`src/common/mds_params.svh`:
```
// constants of the motor drive supervisor: offsets, field positions, resets, timing
// assumes a 200 MHz clock and an axi4-lite register bus with 32-bit data
`ifndef MDS_PARAMS_SVH
`define MDS_PARAMS_SVH

// ------------------------------------------------------------
// register byte offsets
// ------------------------------------------------------------
`define MDS_OFS_CTRL       8'h00
`define MDS_OFS_STALL_TIME 8'h04
`define MDS_OFS_MAX_VOLTS  8'h08
`define MDS_OFS_SCALE      8'h0c
`define MDS_OFS_BRK_DELAY  8'h10
`define MDS_OFS_STATUS     8'h14

// ------------------------------------------------------------
// control bits and status bits
// ------------------------------------------------------------
`define MDS_CTRL_STALL_EN  0
`define MDS_CTRL_CONT_EN   1
`define MDS_CTRL_PB_DUAL   2
`define MDS_CTRL_PB_TEST   3
`define MDS_CTRL_SWAP      4
`define MDS_CTRL_INV_L     5
`define MDS_CTRL_INV_R     6
`define MDS_CTRL_RESET     7'h0f
`define MDS_ST_LOCK        0
`define MDS_ST_MOT_LSB     1
`define MDS_ST_PBO_LSB     3
`define MDS_ST_PBS_LSB     5
`define MDS_ST_STATE_LSB   7

// ------------------------------------------------------------
// programmable ranges and defaults
// ------------------------------------------------------------
`define MDS_STALL_MIN      8'h05
`define MDS_STALL_MAX      8'h32
`define MDS_STALL_DEF      8'h0f
`define MDS_VOLT_MIN       8'h18
`define MDS_VOLT_MAX       8'h1e
`define MDS_VOLT_DEF       8'h1a
`define MDS_SCALE_MIN      8'h32
`define MDS_SCALE_MAX      8'h64
`define MDS_SCALE_DEF      8'h5f
`define MDS_BRK_MIN        16'h0064
`define MDS_BRK_MAX        16'h03e8
`define MDS_BRK_DEF        16'h01f4

// ------------------------------------------------------------
// timing and scaling
// ------------------------------------------------------------
`define MDS_CLK_PERIOD_PS  5000
`define MDS_MS_PS          1000000000
`define MDS_CYC_PER_MS     (`MDS_MS_PS / `MDS_CLK_PERIOD_PS)
`define MDS_MS_PER_S       16'h03e8
`define MDS_PB_TEST_MS     16'h00c8
`define MDS_DV_PER_V       10'h00a
`define MDS_DEMAND_FULL    8'h7f
`define MDS_PCT_FULL       8'h64
`define MDS_FLASH_STALL    4'hb
`define MDS_RESP_OKAY      2'h0
`define MDS_RESP_SLVERR    2'h2

`endif

```
`src/common/mds_pkg.sv`:
```
// types of the motor drive supervisor
// assumes mds_params.svh for all figures
package mds_pkg;

  typedef enum logic [1:0] {
    ST_IDLE,
    ST_CHECK,
    ST_DRIVE,
    ST_BRAKE
  } mds_state_t;

  typedef struct packed {
    logic       inv_r;
    logic       inv_l;
    logic       swap;
    logic       pb_test;
    logic       pb_dual;
    logic       cont_en;
    logic       stall_en;
  } mds_ctrl_t;

  typedef struct packed {
    logic [7:0]  stall_s;
    logic [7:0]  max_v;
    logic [7:0]  scale_pct;
    logic [15:0] brk_ms;
  } mds_cfg_t;

  typedef struct packed {
    logic       lock;
    logic [1:0] mot_open;
    logic [1:0] pb_open;
    logic [1:0] pb_short;
  } mds_fault_t;

endpackage

```
`src/rtl/mds_supervisor.sv`:
```
// supervision of a two-motor power stage behind an axi4-lite register slave
// assumes synchronous inputs, one 200 MHz clock, faults sensed per physical output
`timescale 1ns/10ps
`include "mds_params.svh"

module mds_supervisor #(
  parameter int CYC_PER_MS = `MDS_CYC_PER_MS
) (
  input  wire logic              clock_i,
  input  wire logic              rst_b_i,
  input  wire logic              ce_i,
  input  wire logic              s_axi_awvalid,
  output logic                   s_axi_awready,
  input  wire logic [7:0]        s_axi_awaddr,
  input  wire logic              s_axi_wvalid,
  output logic                   s_axi_wready,
  input  wire logic [31:0]       s_axi_wdata,
  input  wire logic [3:0]        s_axi_wstrb,
  output logic                   s_axi_bvalid,
  input  wire logic              s_axi_bready,
  output logic [1:0]             s_axi_bresp,
  input  wire logic              s_axi_arvalid,
  output logic                   s_axi_arready,
  input  wire logic [7:0]        s_axi_araddr,
  output logic                   s_axi_rvalid,
  input  wire logic              s_axi_rready,
  output logic [31:0]            s_axi_rdata,
  output logic [1:0]             s_axi_rresp,
  input  wire logic signed [7:0] demand_left_i,
  input  wire logic signed [7:0] demand_right_i,
  input  wire logic signed [7:0] correction_i,
  input  wire logic [9:0]        batt_dv_i,
  input  wire logic              current_limit_i,
  input  wire logic [1:0]        motor_open_i,
  input  wire logic [1:0]        pb_open_i,
  input  wire logic [1:0]        pb_short_i,
  output logic signed [10:0]     motor_dv_o [2],
  output logic [1:0]             bridge_en_o,
  output logic [1:0]             pb_energise_o,
  output logic                   pb_test_o,
  output logic [3:0]             flash_code_o
);

  // ------------------------------------------------------------
  // register file and axi4-lite slave
  // ------------------------------------------------------------
  mds_pkg::mds_ctrl_t  ctrl, next_ctrl;
  mds_pkg::mds_cfg_t   cfg, next_cfg;
  mds_pkg::mds_fault_t flt, next_flt;
  mds_pkg::mds_state_t st, next_st;
  logic                aw_ok, next_aw_ok, w_ok, next_w_ok;
  logic [7:0]          aw_adr, next_aw_adr;
  logic [31:0]         w_dat, next_w_dat;
  logic [3:0]          w_stb, next_w_stb;
  logic                bvalid, next_bvalid, rvalid, next_rvalid;
  logic [1:0]          bresp, next_bresp, rresp, next_rresp;
  logic [31:0]         rdata, next_rdata;

  function automatic logic [15:0] lanes(input logic [15:0] old, input logic [31:0] d,
                                        input logic [3:0] s);
    lanes = {s[1] ? d[15:8] : old[15:8], s[0] ? d[7:0] : old[7:0]};
  endfunction

  function automatic logic [15:0] clamp(input logic [15:0] v, input logic [15:0] lo,
                                        input logic [15:0] hi);
    clamp = (v < lo) ? lo : ((v > hi) ? hi : v);
  endfunction

  assign s_axi_awready = !aw_ok && !bvalid;
  assign s_axi_wready  = !w_ok && !bvalid;
  assign s_axi_arready = !rvalid;
  assign s_axi_bvalid  = bvalid;
  assign s_axi_bresp   = bresp;
  assign s_axi_rvalid  = rvalid;
  assign s_axi_rdata   = rdata;
  assign s_axi_rresp   = rresp;

  always_comb begin
    logic [15:0] tmp;
    tmp         = 16'h0000;
    next_ctrl   = ctrl;
    next_cfg    = cfg;
    next_aw_ok  = aw_ok;
    next_aw_adr = aw_adr;
    next_w_ok   = w_ok;
    next_w_dat  = w_dat;
    next_w_stb  = w_stb;
    next_bvalid = bvalid;
    next_bresp  = bresp;
    next_rvalid = rvalid;
    next_rresp  = rresp;
    next_rdata  = rdata;
    if (s_axi_awvalid && s_axi_awready) begin
      next_aw_ok  = 1'b1;
      next_aw_adr = s_axi_awaddr;
    end
    if (s_axi_wvalid && s_axi_wready) begin
      next_w_ok  = 1'b1;
      next_w_dat = s_axi_wdata;
      next_w_stb = s_axi_wstrb;
    end
    if (aw_ok && w_ok) begin
      next_aw_ok  = 1'b0;
      next_w_ok   = 1'b0;
      next_bvalid = 1'b1;
      next_bresp  = `MDS_RESP_OKAY;
      // out-of-range values are pinned to the nearest legal setting
      if (aw_adr == `MDS_OFS_CTRL) begin
        tmp       = lanes({9'h000, ctrl}, w_dat, w_stb);
        next_ctrl = tmp[6:0];
      end else if (aw_adr == `MDS_OFS_STALL_TIME) begin
        tmp          = clamp(lanes({8'h00, cfg.stall_s}, w_dat, w_stb),
                             {8'h00, `MDS_STALL_MIN}, {8'h00, `MDS_STALL_MAX});
        next_cfg.stall_s = tmp[7:0];
      end else if (aw_adr == `MDS_OFS_MAX_VOLTS) begin
        tmp          = clamp(lanes({8'h00, cfg.max_v}, w_dat, w_stb),
                             {8'h00, `MDS_VOLT_MIN}, {8'h00, `MDS_VOLT_MAX});
        next_cfg.max_v = tmp[7:0];
      end else if (aw_adr == `MDS_OFS_SCALE) begin
        tmp          = clamp(lanes({8'h00, cfg.scale_pct}, w_dat, w_stb),
                             {8'h00, `MDS_SCALE_MIN}, {8'h00, `MDS_SCALE_MAX});
        next_cfg.scale_pct = tmp[7:0];
      end else if (aw_adr == `MDS_OFS_BRK_DELAY) begin
        next_cfg.brk_ms = clamp(lanes(cfg.brk_ms, w_dat, w_stb), `MDS_BRK_MIN, `MDS_BRK_MAX);
      end else if (aw_adr != `MDS_OFS_STATUS) begin
        next_bresp = `MDS_RESP_SLVERR;
      end
    end
    if (bvalid && s_axi_bready) begin
      next_bvalid = 1'b0;
    end
    if (rvalid && s_axi_rready) begin
      next_rvalid = 1'b0;
    end
    if (s_axi_arvalid && s_axi_arready) begin
      next_rvalid = 1'b1;
      next_rresp  = `MDS_RESP_OKAY;
      next_rdata  = 32'h0000_0000;
      if (s_axi_araddr == `MDS_OFS_CTRL) begin
        next_rdata = {25'h0000000, ctrl};
      end else if (s_axi_araddr == `MDS_OFS_STALL_TIME) begin
        next_rdata = {24'h000000, cfg.stall_s};
      end else if (s_axi_araddr == `MDS_OFS_MAX_VOLTS) begin
        next_rdata = {24'h000000, cfg.max_v};
      end else if (s_axi_araddr == `MDS_OFS_SCALE) begin
        next_rdata = {24'h000000, cfg.scale_pct};
      end else if (s_axi_araddr == `MDS_OFS_BRK_DELAY) begin
        next_rdata = {16'h0000, cfg.brk_ms};
      end else if (s_axi_araddr == `MDS_OFS_STATUS) begin
        next_rdata = {23'h000000, st, flt.pb_short, flt.pb_open, flt.mot_open, flt.lock};
      end else begin
        next_rresp = `MDS_RESP_SLVERR;
      end
    end
  end

  always_ff @(posedge clock_i or negedge rst_b_i) begin
    if (!rst_b_i) begin
      ctrl   <= `MDS_CTRL_RESET;
      cfg    <= {`MDS_STALL_DEF, `MDS_VOLT_DEF, `MDS_SCALE_DEF, `MDS_BRK_DEF};
      aw_ok  <= 1'b0;
      aw_adr <= 8'h00;
      w_ok   <= 1'b0;
      w_dat  <= 32'h0000_0000;
      w_stb  <= 4'h0;
      bvalid <= 1'b0;
      bresp  <= `MDS_RESP_OKAY;
      rvalid <= 1'b0;
      rresp  <= `MDS_RESP_OKAY;
      rdata  <= 32'h0000_0000;
    end else if (ce_i) begin
      ctrl   <= next_ctrl;
      cfg    <= next_cfg;
      aw_ok  <= next_aw_ok;
      aw_adr <= next_aw_adr;
      w_ok   <= next_w_ok;
      w_dat  <= next_w_dat;
      w_stb  <= next_w_stb;
      bvalid <= next_bvalid;
      bresp  <= next_bresp;
      rvalid <= next_rvalid;
      rresp  <= next_rresp;
      rdata  <= next_rdata;
    end
  end

  // ------------------------------------------------------------
  // supervision: stall timer, sequence, brake tests
  // ------------------------------------------------------------
  logic [17:0] pre, next_pre;
  logic [15:0] stall_ms, next_stall_ms;
  logic [15:0] seq_ms, next_seq_ms;
  logic        tick;
  logic        want;

  assign tick = (pre == 18'(CYC_PER_MS - 1));
  assign want = (demand_left_i != 8'sh00) || (demand_right_i != 8'sh00);

  always_comb begin
    next_pre      = tick ? 18'h00000 : pre + 18'h00001;
    next_stall_ms = stall_ms;
    next_flt      = flt;
    next_st       = st;
    next_seq_ms   = seq_ms;
    // stall timer only runs through an unbroken current-limit period
    if (!current_limit_i || st != mds_pkg::ST_DRIVE) begin
      next_stall_ms = 16'h0000;
    end else if (tick && ctrl.stall_en) begin
      next_stall_ms = stall_ms + 16'h0001;
    end
    if (ctrl.stall_en && stall_ms >= 16'(cfg.stall_s) * `MDS_MS_PER_S) begin
      next_flt.lock = 1'b1;
    end
    case (st)
      mds_pkg::ST_IDLE: begin
        if (want && !flt.lock) begin
          next_st = mds_pkg::ST_CHECK;
        end
      end
      mds_pkg::ST_CHECK: begin
        // a fresh check replaces the previous outcome, faults per physical output
        next_flt.mot_open = ctrl.cont_en ? motor_open_i : 2'b00;
        next_flt.pb_open  = pb_open_i & {ctrl.pb_dual, 1'b1};
        next_flt.pb_short = 2'b00;
        // an unused second brake in single mode must not block driving
        if ((ctrl.cont_en && motor_open_i != 2'b00) ||
            (pb_open_i & {ctrl.pb_dual, 1'b1}) != 2'b00) begin
          next_st = mds_pkg::ST_IDLE;
        end else begin
          next_st     = mds_pkg::ST_DRIVE;
          next_seq_ms = 16'h0000;
        end
      end
      mds_pkg::ST_DRIVE: begin
        if (tick) begin
          next_seq_ms = (seq_ms == `MDS_PB_TEST_MS) ? 16'h0000 : seq_ms + 16'h0001;
        end
        if (pb_test_o) begin
          next_flt.pb_open = flt.pb_open | (pb_open_i & {ctrl.pb_dual, 1'b1});
        end
        next_flt.pb_short = flt.pb_short | (pb_short_i & {ctrl.pb_dual, 1'b1});
        if (!want || next_flt.lock || next_flt.pb_open != 2'b00 ||
            next_flt.pb_short != 2'b00) begin
          next_st     = mds_pkg::ST_BRAKE;
          next_seq_ms = 16'h0000;
        end
      end
      mds_pkg::ST_BRAKE: begin
        if (tick) begin
          next_seq_ms = seq_ms + 16'h0001;
        end
        // one extra tick: the hold is never shorter than the delay
        if (seq_ms > cfg.brk_ms) begin
          next_st = mds_pkg::ST_IDLE;
        end
      end
      default: begin
        next_st = mds_pkg::ST_IDLE;
      end
    endcase
  end

  always_ff @(posedge clock_i or negedge rst_b_i) begin
    if (!rst_b_i) begin
      pre      <= 18'h00000;
      stall_ms <= 16'h0000;
      flt      <= '0;
      st       <= mds_pkg::ST_IDLE;
      seq_ms   <= 16'h0000;
    end else if (ce_i) begin
      pre      <= next_pre;
      stall_ms <= next_stall_ms;
      flt      <= next_flt;
      st       <= next_st;
      seq_ms   <= next_seq_ms;
    end
  end

  // brake test pulse lasts one cycle per test period, only while driving
  assign pb_test_o     = ctrl.pb_test && st == mds_pkg::ST_DRIVE && tick &&
                         seq_ms == `MDS_PB_TEST_MS;
  assign pb_energise_o = (st == mds_pkg::ST_DRIVE) ? {ctrl.pb_dual, 1'b1} : 2'b00;
  assign bridge_en_o   = (st == mds_pkg::ST_DRIVE || st == mds_pkg::ST_BRAKE) ?
                         2'b11 : 2'b00;
  assign flash_code_o  = flt.lock ? `MDS_FLASH_STALL : 4'h0;

  // ------------------------------------------------------------
  // demand path: scale, correction, voltage ceiling, routing
  // ------------------------------------------------------------
  logic signed [7:0]  dem [2];
  logic signed [7:0]  cor [2];
  logic signed [10:0] vout [2], next_vout [2];
  logic [9:0]         vceil, vfull;
  logic [7:0]         dmax;

  assign vceil = 10'(cfg.max_v) * `MDS_DV_PER_V;
  assign vfull = (batt_dv_i < vceil) ? batt_dv_i : vceil;
  assign dmax  = 8'((16'(`MDS_DEMAND_FULL) * 16'(cfg.scale_pct)) / 16'(`MDS_PCT_FULL));

  for (genvar m = 0; m < 2; m++) begin : g_mot
    always_comb begin
      logic signed [15:0] p;
      p      = (m == 0) ? demand_left_i * $signed({8'h00, cfg.scale_pct})
                        : demand_right_i * $signed({8'h00, cfg.scale_pct});
      dem[m] = 8'(p / $signed(16'(`MDS_PCT_FULL)));
    end
  end

  // steering headroom: raise left for a positive correction and right for a negative one, slow the other only when both are at top
  always_comb begin
    logic signed [8:0] up;
    logic [1:0]        top;
    top    = {dem[1] >= $signed(dmax), dem[0] >= $signed(dmax)};
    cor[0] = dem[0];
    cor[1] = dem[1];
    up     = 9'sh000;
    if (correction_i > 8'sh00) begin
      up = dem[0] + correction_i;
      if (!top[0]) begin
        cor[0] = (up > $signed({1'b0, dmax})) ? dmax : up[7:0];
      end else if (top[1]) begin
        cor[1] = 8'(dem[1] - correction_i);
      end
    end else if (correction_i < 8'sh00) begin
      up = dem[1] - correction_i;
      if (!top[1]) begin
        cor[1] = (up > $signed({1'b0, dmax})) ? dmax : up[7:0];
      end else if (top[0]) begin
        cor[0] = 8'(dem[0] + correction_i);
      end
    end
  end

  for (genvar m = 0; m < 2; m++) begin : g_out
    always_comb begin
      logic signed [7:0]  d;
      logic signed [19:0] v;
      logic signed [19:0] lim;
      logic               inv;
      d   = (ctrl.swap ^ (m == 1)) ? cor[1] : cor[0];
      // invert belongs to the logical motor, so it follows the swap
      inv = ((m == 1) ^ ctrl.swap) ? ctrl.inv_r : ctrl.inv_l;
      lim = $signed({10'h000, vfull});
      v   = (d * lim) / $signed(20'(`MDS_DEMAND_FULL));
      // a full reverse demand of -128 would overshoot the ceiling
      if (v > lim) begin
        v = lim;
      end else if (v < -lim) begin
        v = -lim;
      end
      if (inv) begin
        v = -v;
      end
      // drive drops in the same cycle as the lockout is set
      next_vout[m] = (st == mds_pkg::ST_DRIVE && !next_flt.lock) ? 11'(v) : 11'sh000;
    end
    always_ff @(posedge clock_i or negedge rst_b_i) begin
      if (!rst_b_i) begin
        vout[m] <= 11'sh000;
      end else if (ce_i) begin
        vout[m] <= next_vout[m];
      end
    end
    assign motor_dv_o[m] = vout[m];
  end
endmodule

```
`config.mk`:
```
export PLATFORM = sky130hd
export DESIGN_NAME = mds_supervisor
export DESIGN_NICKNAME = d
export VERILOG_FILES = /design/src/common/mds_pkg.sv /design/src/rtl/mds_supervisor.sv
export VERILOG_INCLUDE_DIRS = /design/src /design/src/common
export SDC_FILE = /design/constraint.sdc
export NUM_CORES = 2
export LEC_CHECK = 0
export ABC_AREA = 1
export BUFFER_PORTS_ARGS = -buffer_cell sky130_fd_sc_hd__buf_2
export CORE_MARGIN = 3
export CORE_UTILIZATION = 45
export DETAILED_ROUTE_END_ITERATION = 12
export PLACE_DENSITY = 0.57
export SLEW_MARGIN = 10
export SYNTH_ARGS = -nofsm -noshare
export SYNTH_HDL_FRONTEND = slang
export SYNTH_SLANG_ARGS = --single-unit
```
`constraint.sdc`:
```
create_clock -name clock_i -period 34.3 [get_ports clock_i]
set_input_delay 5.145 -clock clock_i [delete_from_list [all_inputs] [get_ports clock_i]]
set_output_delay 5.145 -clock clock_i [all_outputs]
set_load 0.005 [all_outputs]
```
==> results.json <==
{
  "status": "completed",
  "fin_crit_ps": 31840,
  "cp.arrival_ps": 32160,
  "slowest_stage": "fa_1",
  "clock_path_buffers": 2,
  "crit_top_cell": "nand2_1",
  "fin_nets": 6730,
  "critPathKind": "in -> reg",
  "grt_pass1_vias": 34920,
  "regArea_um2": 4433,
  "r2r_end": "motor_dv_o[15]",
  "required_ps": 34610,
  "core_um2": 87290,
  "r2r-start": "cfg[16]",
  "drive_gt1_share_pct": 20.54,
  "first_pass_iters": 5,
  "cts_buffers": 17,
  "multi_input_area_um2": 30790,
  "final_max_slew_viol_count": 0,
  "met2_usage_pct": 39.45,
  "ys_seq_area_share_pct": 11.11,
  "grt_max_degree": 117,
  "grt_pass1_wl_um": 176100,
  "finalSetupViolCount": 0,
  "rows": 108,
  "yosys.area.top_type": "ha_1",
  "synth_cells": 5816,
  "insertion_delay_ps": 440,
  "min_period_over_period_pct": 92.84,
  "worst_pin_slew_ps": 1120,
  "die_x_um": 303.8,
  "cts_hold_buf": 0,
  "max_freq_mhz": 31.40,
  "vias": 36220,
  "synth_edf_count": 0,
  "placed_cell_area_um2": 42070,
  "synthDistinctLibCells": 96,
  "antenna_left": 0,
  "cts_tree": "yes",
  "syn_area_per_cell_um2": 6.864,
  "final_area_um2": 43450,
  "area_delta_synth_final_pct": 8.839,
  "final_cell_mix": "nand2_1 (1182), inv_1 (1065), ha_1 (402)",
  "worstHoldStart": "s_axi_rdata[11]",
  "ys_async_sr_fraction_pct": 100.0,
  "io_buffers": 135,
  "grt.busiest_layer": "met2",
  "grt_overflow_total": 0,
  "max_slew_margin_pct": 24.81,
  "hp-class": "reg -> reg",
  "min_path_cells": 2,
  "synth_area_leaders": "ha_1 (13%), nand2_1 (11%), fa_1 (11%), inv_1 (10%), dfrtp_1 (9.6%)",
  "hold_viol": 0,
  "post-route-drc-count": 0,
  "drt-wirelength-per-cell_um": 14.70,
  "initial_core_util_pct": 45.73,
  "antenna_found_initial": 2,
  "drv_cap": 0,
  "ff2ff_setup_slack_ps": 6250,
  "rsz0062_at_grt": "true",
  "htreeDepth": 4,
  "die-area_um2": 92320,
  "dp_hpwl_um": 87850,
  "synth_top_area_share_pct": 12.69,
  "grt.total_usage_pct": 22.63,
  "ys_warn_count": 0,
  "syn_area_um2": 39920,
  "cp-start-kind": "input pin",
  "vias_per_cell": 5.050,
  "hold_path_end": "s_axi_rdata[11]",
  "cts.clk_slew.worst_paths_ps": 60,
  "synth-seq-cells": 176,
  "pin_count": 173,
  "drt-total-wl_um": 105400,
  "fillers": 9077,
  "use_met1_pct": 31.18,
  "end_kind": "register",
  "cts_sinks": 176,
  "r2r_cells": 196,
  "synth-main-ff-cell": "dfrtp_1",
  "met3_usage_pct": 1.963,
  "fin_skew_ps": 11.71,
  "routabilityCongestion": 0.8683,
  "die-height_um": 303.8,
  "final_common_cell": "nand2_1",
  "cts-root-buf": "clkbuf_16",
  "utilization_pct": 49.77,
  "drtIter0Drc": 1623,
  "diodes": 0,
  "path_max_fanout": 11,
  "cpPeakStageDelay_ps": 550
}
layout make-up:
cell class,count,share of cell area (%)
clock inverter,10,0.1814
inverter,1185,10.47
multi-input combinational,4360,70.86
timing repair buffer,264,3.839
tap,1155,3.326
sequential,176,10.20
clock buffer,22,1.115
cell families (layout without fill, tap and decap cells):
| logic type | after synthesis | in the layout | synth area share [%] |
|---|---|---|---|
| AOI/OAI and AO/OA | 754 | 754 | 11.18 |
| xor gates and xnor gates | 184 | 184 | 4.216 |
| adders and majority gates | 625 | 625 | 23.73 |
| buffers and inverters | 1298 | 1481 | 13.13 |
| DFF | 176 | 176 | 11.11 |
| muxes | 16 | 16 | 0.4796 |
| other | 1 | 19 | 0.009394 |
| and+or+nand+nor | 2762 | 2762 | 36.16 |
synthesized netlist by cell type (23+ instances only):
cell	count
nand2_1	1188
nand3_1	289
clkbuf_1	56
xnor2_1	35
nor2_1	412
xor2_1	141
nor3_1	74
nand3_2	101
a21oi_1	259
nand2_2	274
fa_1	220
o21ai_2	35
o211ai_1	26
inv_2	72
nor2_2	55
dfstp_2	23
nor2_4	46
buf_4	25
o21ai_1	50
ha_1	405
inv_1	1073
dfrtp_1	153
o21ai_0	234
nand4_1	92
nand2_4	113
worst max-delay path, delay by kind of cell:
kind | cells | cell delay, ps
AO/OA/AOI/OAI | 29 | 4390
XOR/XNOR | 4 | 1070
adder cells (fa/ha/maj) | 15 | 6000
buffers and inverters | 27 | 2550
multiplexers | 1 | 200
AND/OR/NAND/NOR | 118 | 12710
worst max-delay path by stage:
stage | depth (start not counted) | end | from
after floorplan | 199 | motor_dv_o[19] | demand_left_i[6]
after global placement | 186 | motor_dv_o[10] | demand_left_i[7]
after detailed placement | 186 | motor_dv_o[10] | demand_left_i[7]
after CTS | 186 | motor_dv_o[10] | demand_left_i[7]
after global routing | 205 | motor_dv_o[19] | demand_left_i[7]
final | 194 | motor_dv_o[15] | demand_left_i[7]
per-stage QoR:
stage | instances | hold slack [ps] | setup slack (ps) | setup TNS, ps
finish | 7172 | 480.3 | 2455 | 0
global route | 7172 | 498.3 | -68.48 | -235.6
CTS | 7131 | 482.8 | 974.9 | 0
detailed placement | 7099 | 465.0 | 623.2 | 0
global placement | 7099 | 464.4 | 878.4 | 0
floorplan | 5834 | 443.6 | 4029 | 0
flip-flops by register name, indices dropped and copies added, names as in the netlist, 2 cells and up, named ones only:
| register | count |
|---|---|
| w_dat | 16 |
| ctrl | 7 |
| w_stb | 2 |
| s_axi_rdata | 16 |
| pre | 18 |
| aw_adr | 8 |
| cfg | 40 |
| motor_dv_o | 22 |
| stall_ms | 16 |
| seq_ms | 16 |
| flt | 7 |
repair_timing:
| item | CTS | global route |
|---|---|---|
| gates resized for setup | 0 | 113 |
| buffers inserted | 0 | 41 |
| endpoints found under the setup margin | 0 | 22 |
metal layers:
| metal | vias to the layer above | share of wire (%) |
|---|---|---|
| li1 | 18750 | - |
| met1 | 16920 | 48 |
| met2 | 480 | 48 |
| met3 | 73 | 3.5 |
| met4 | 0 | 1.1 |
| met5 | - | 0 |
Power is not shown: default switching activity piles up to over one toggle a cycle in this logic, so the estimate is an artifact.
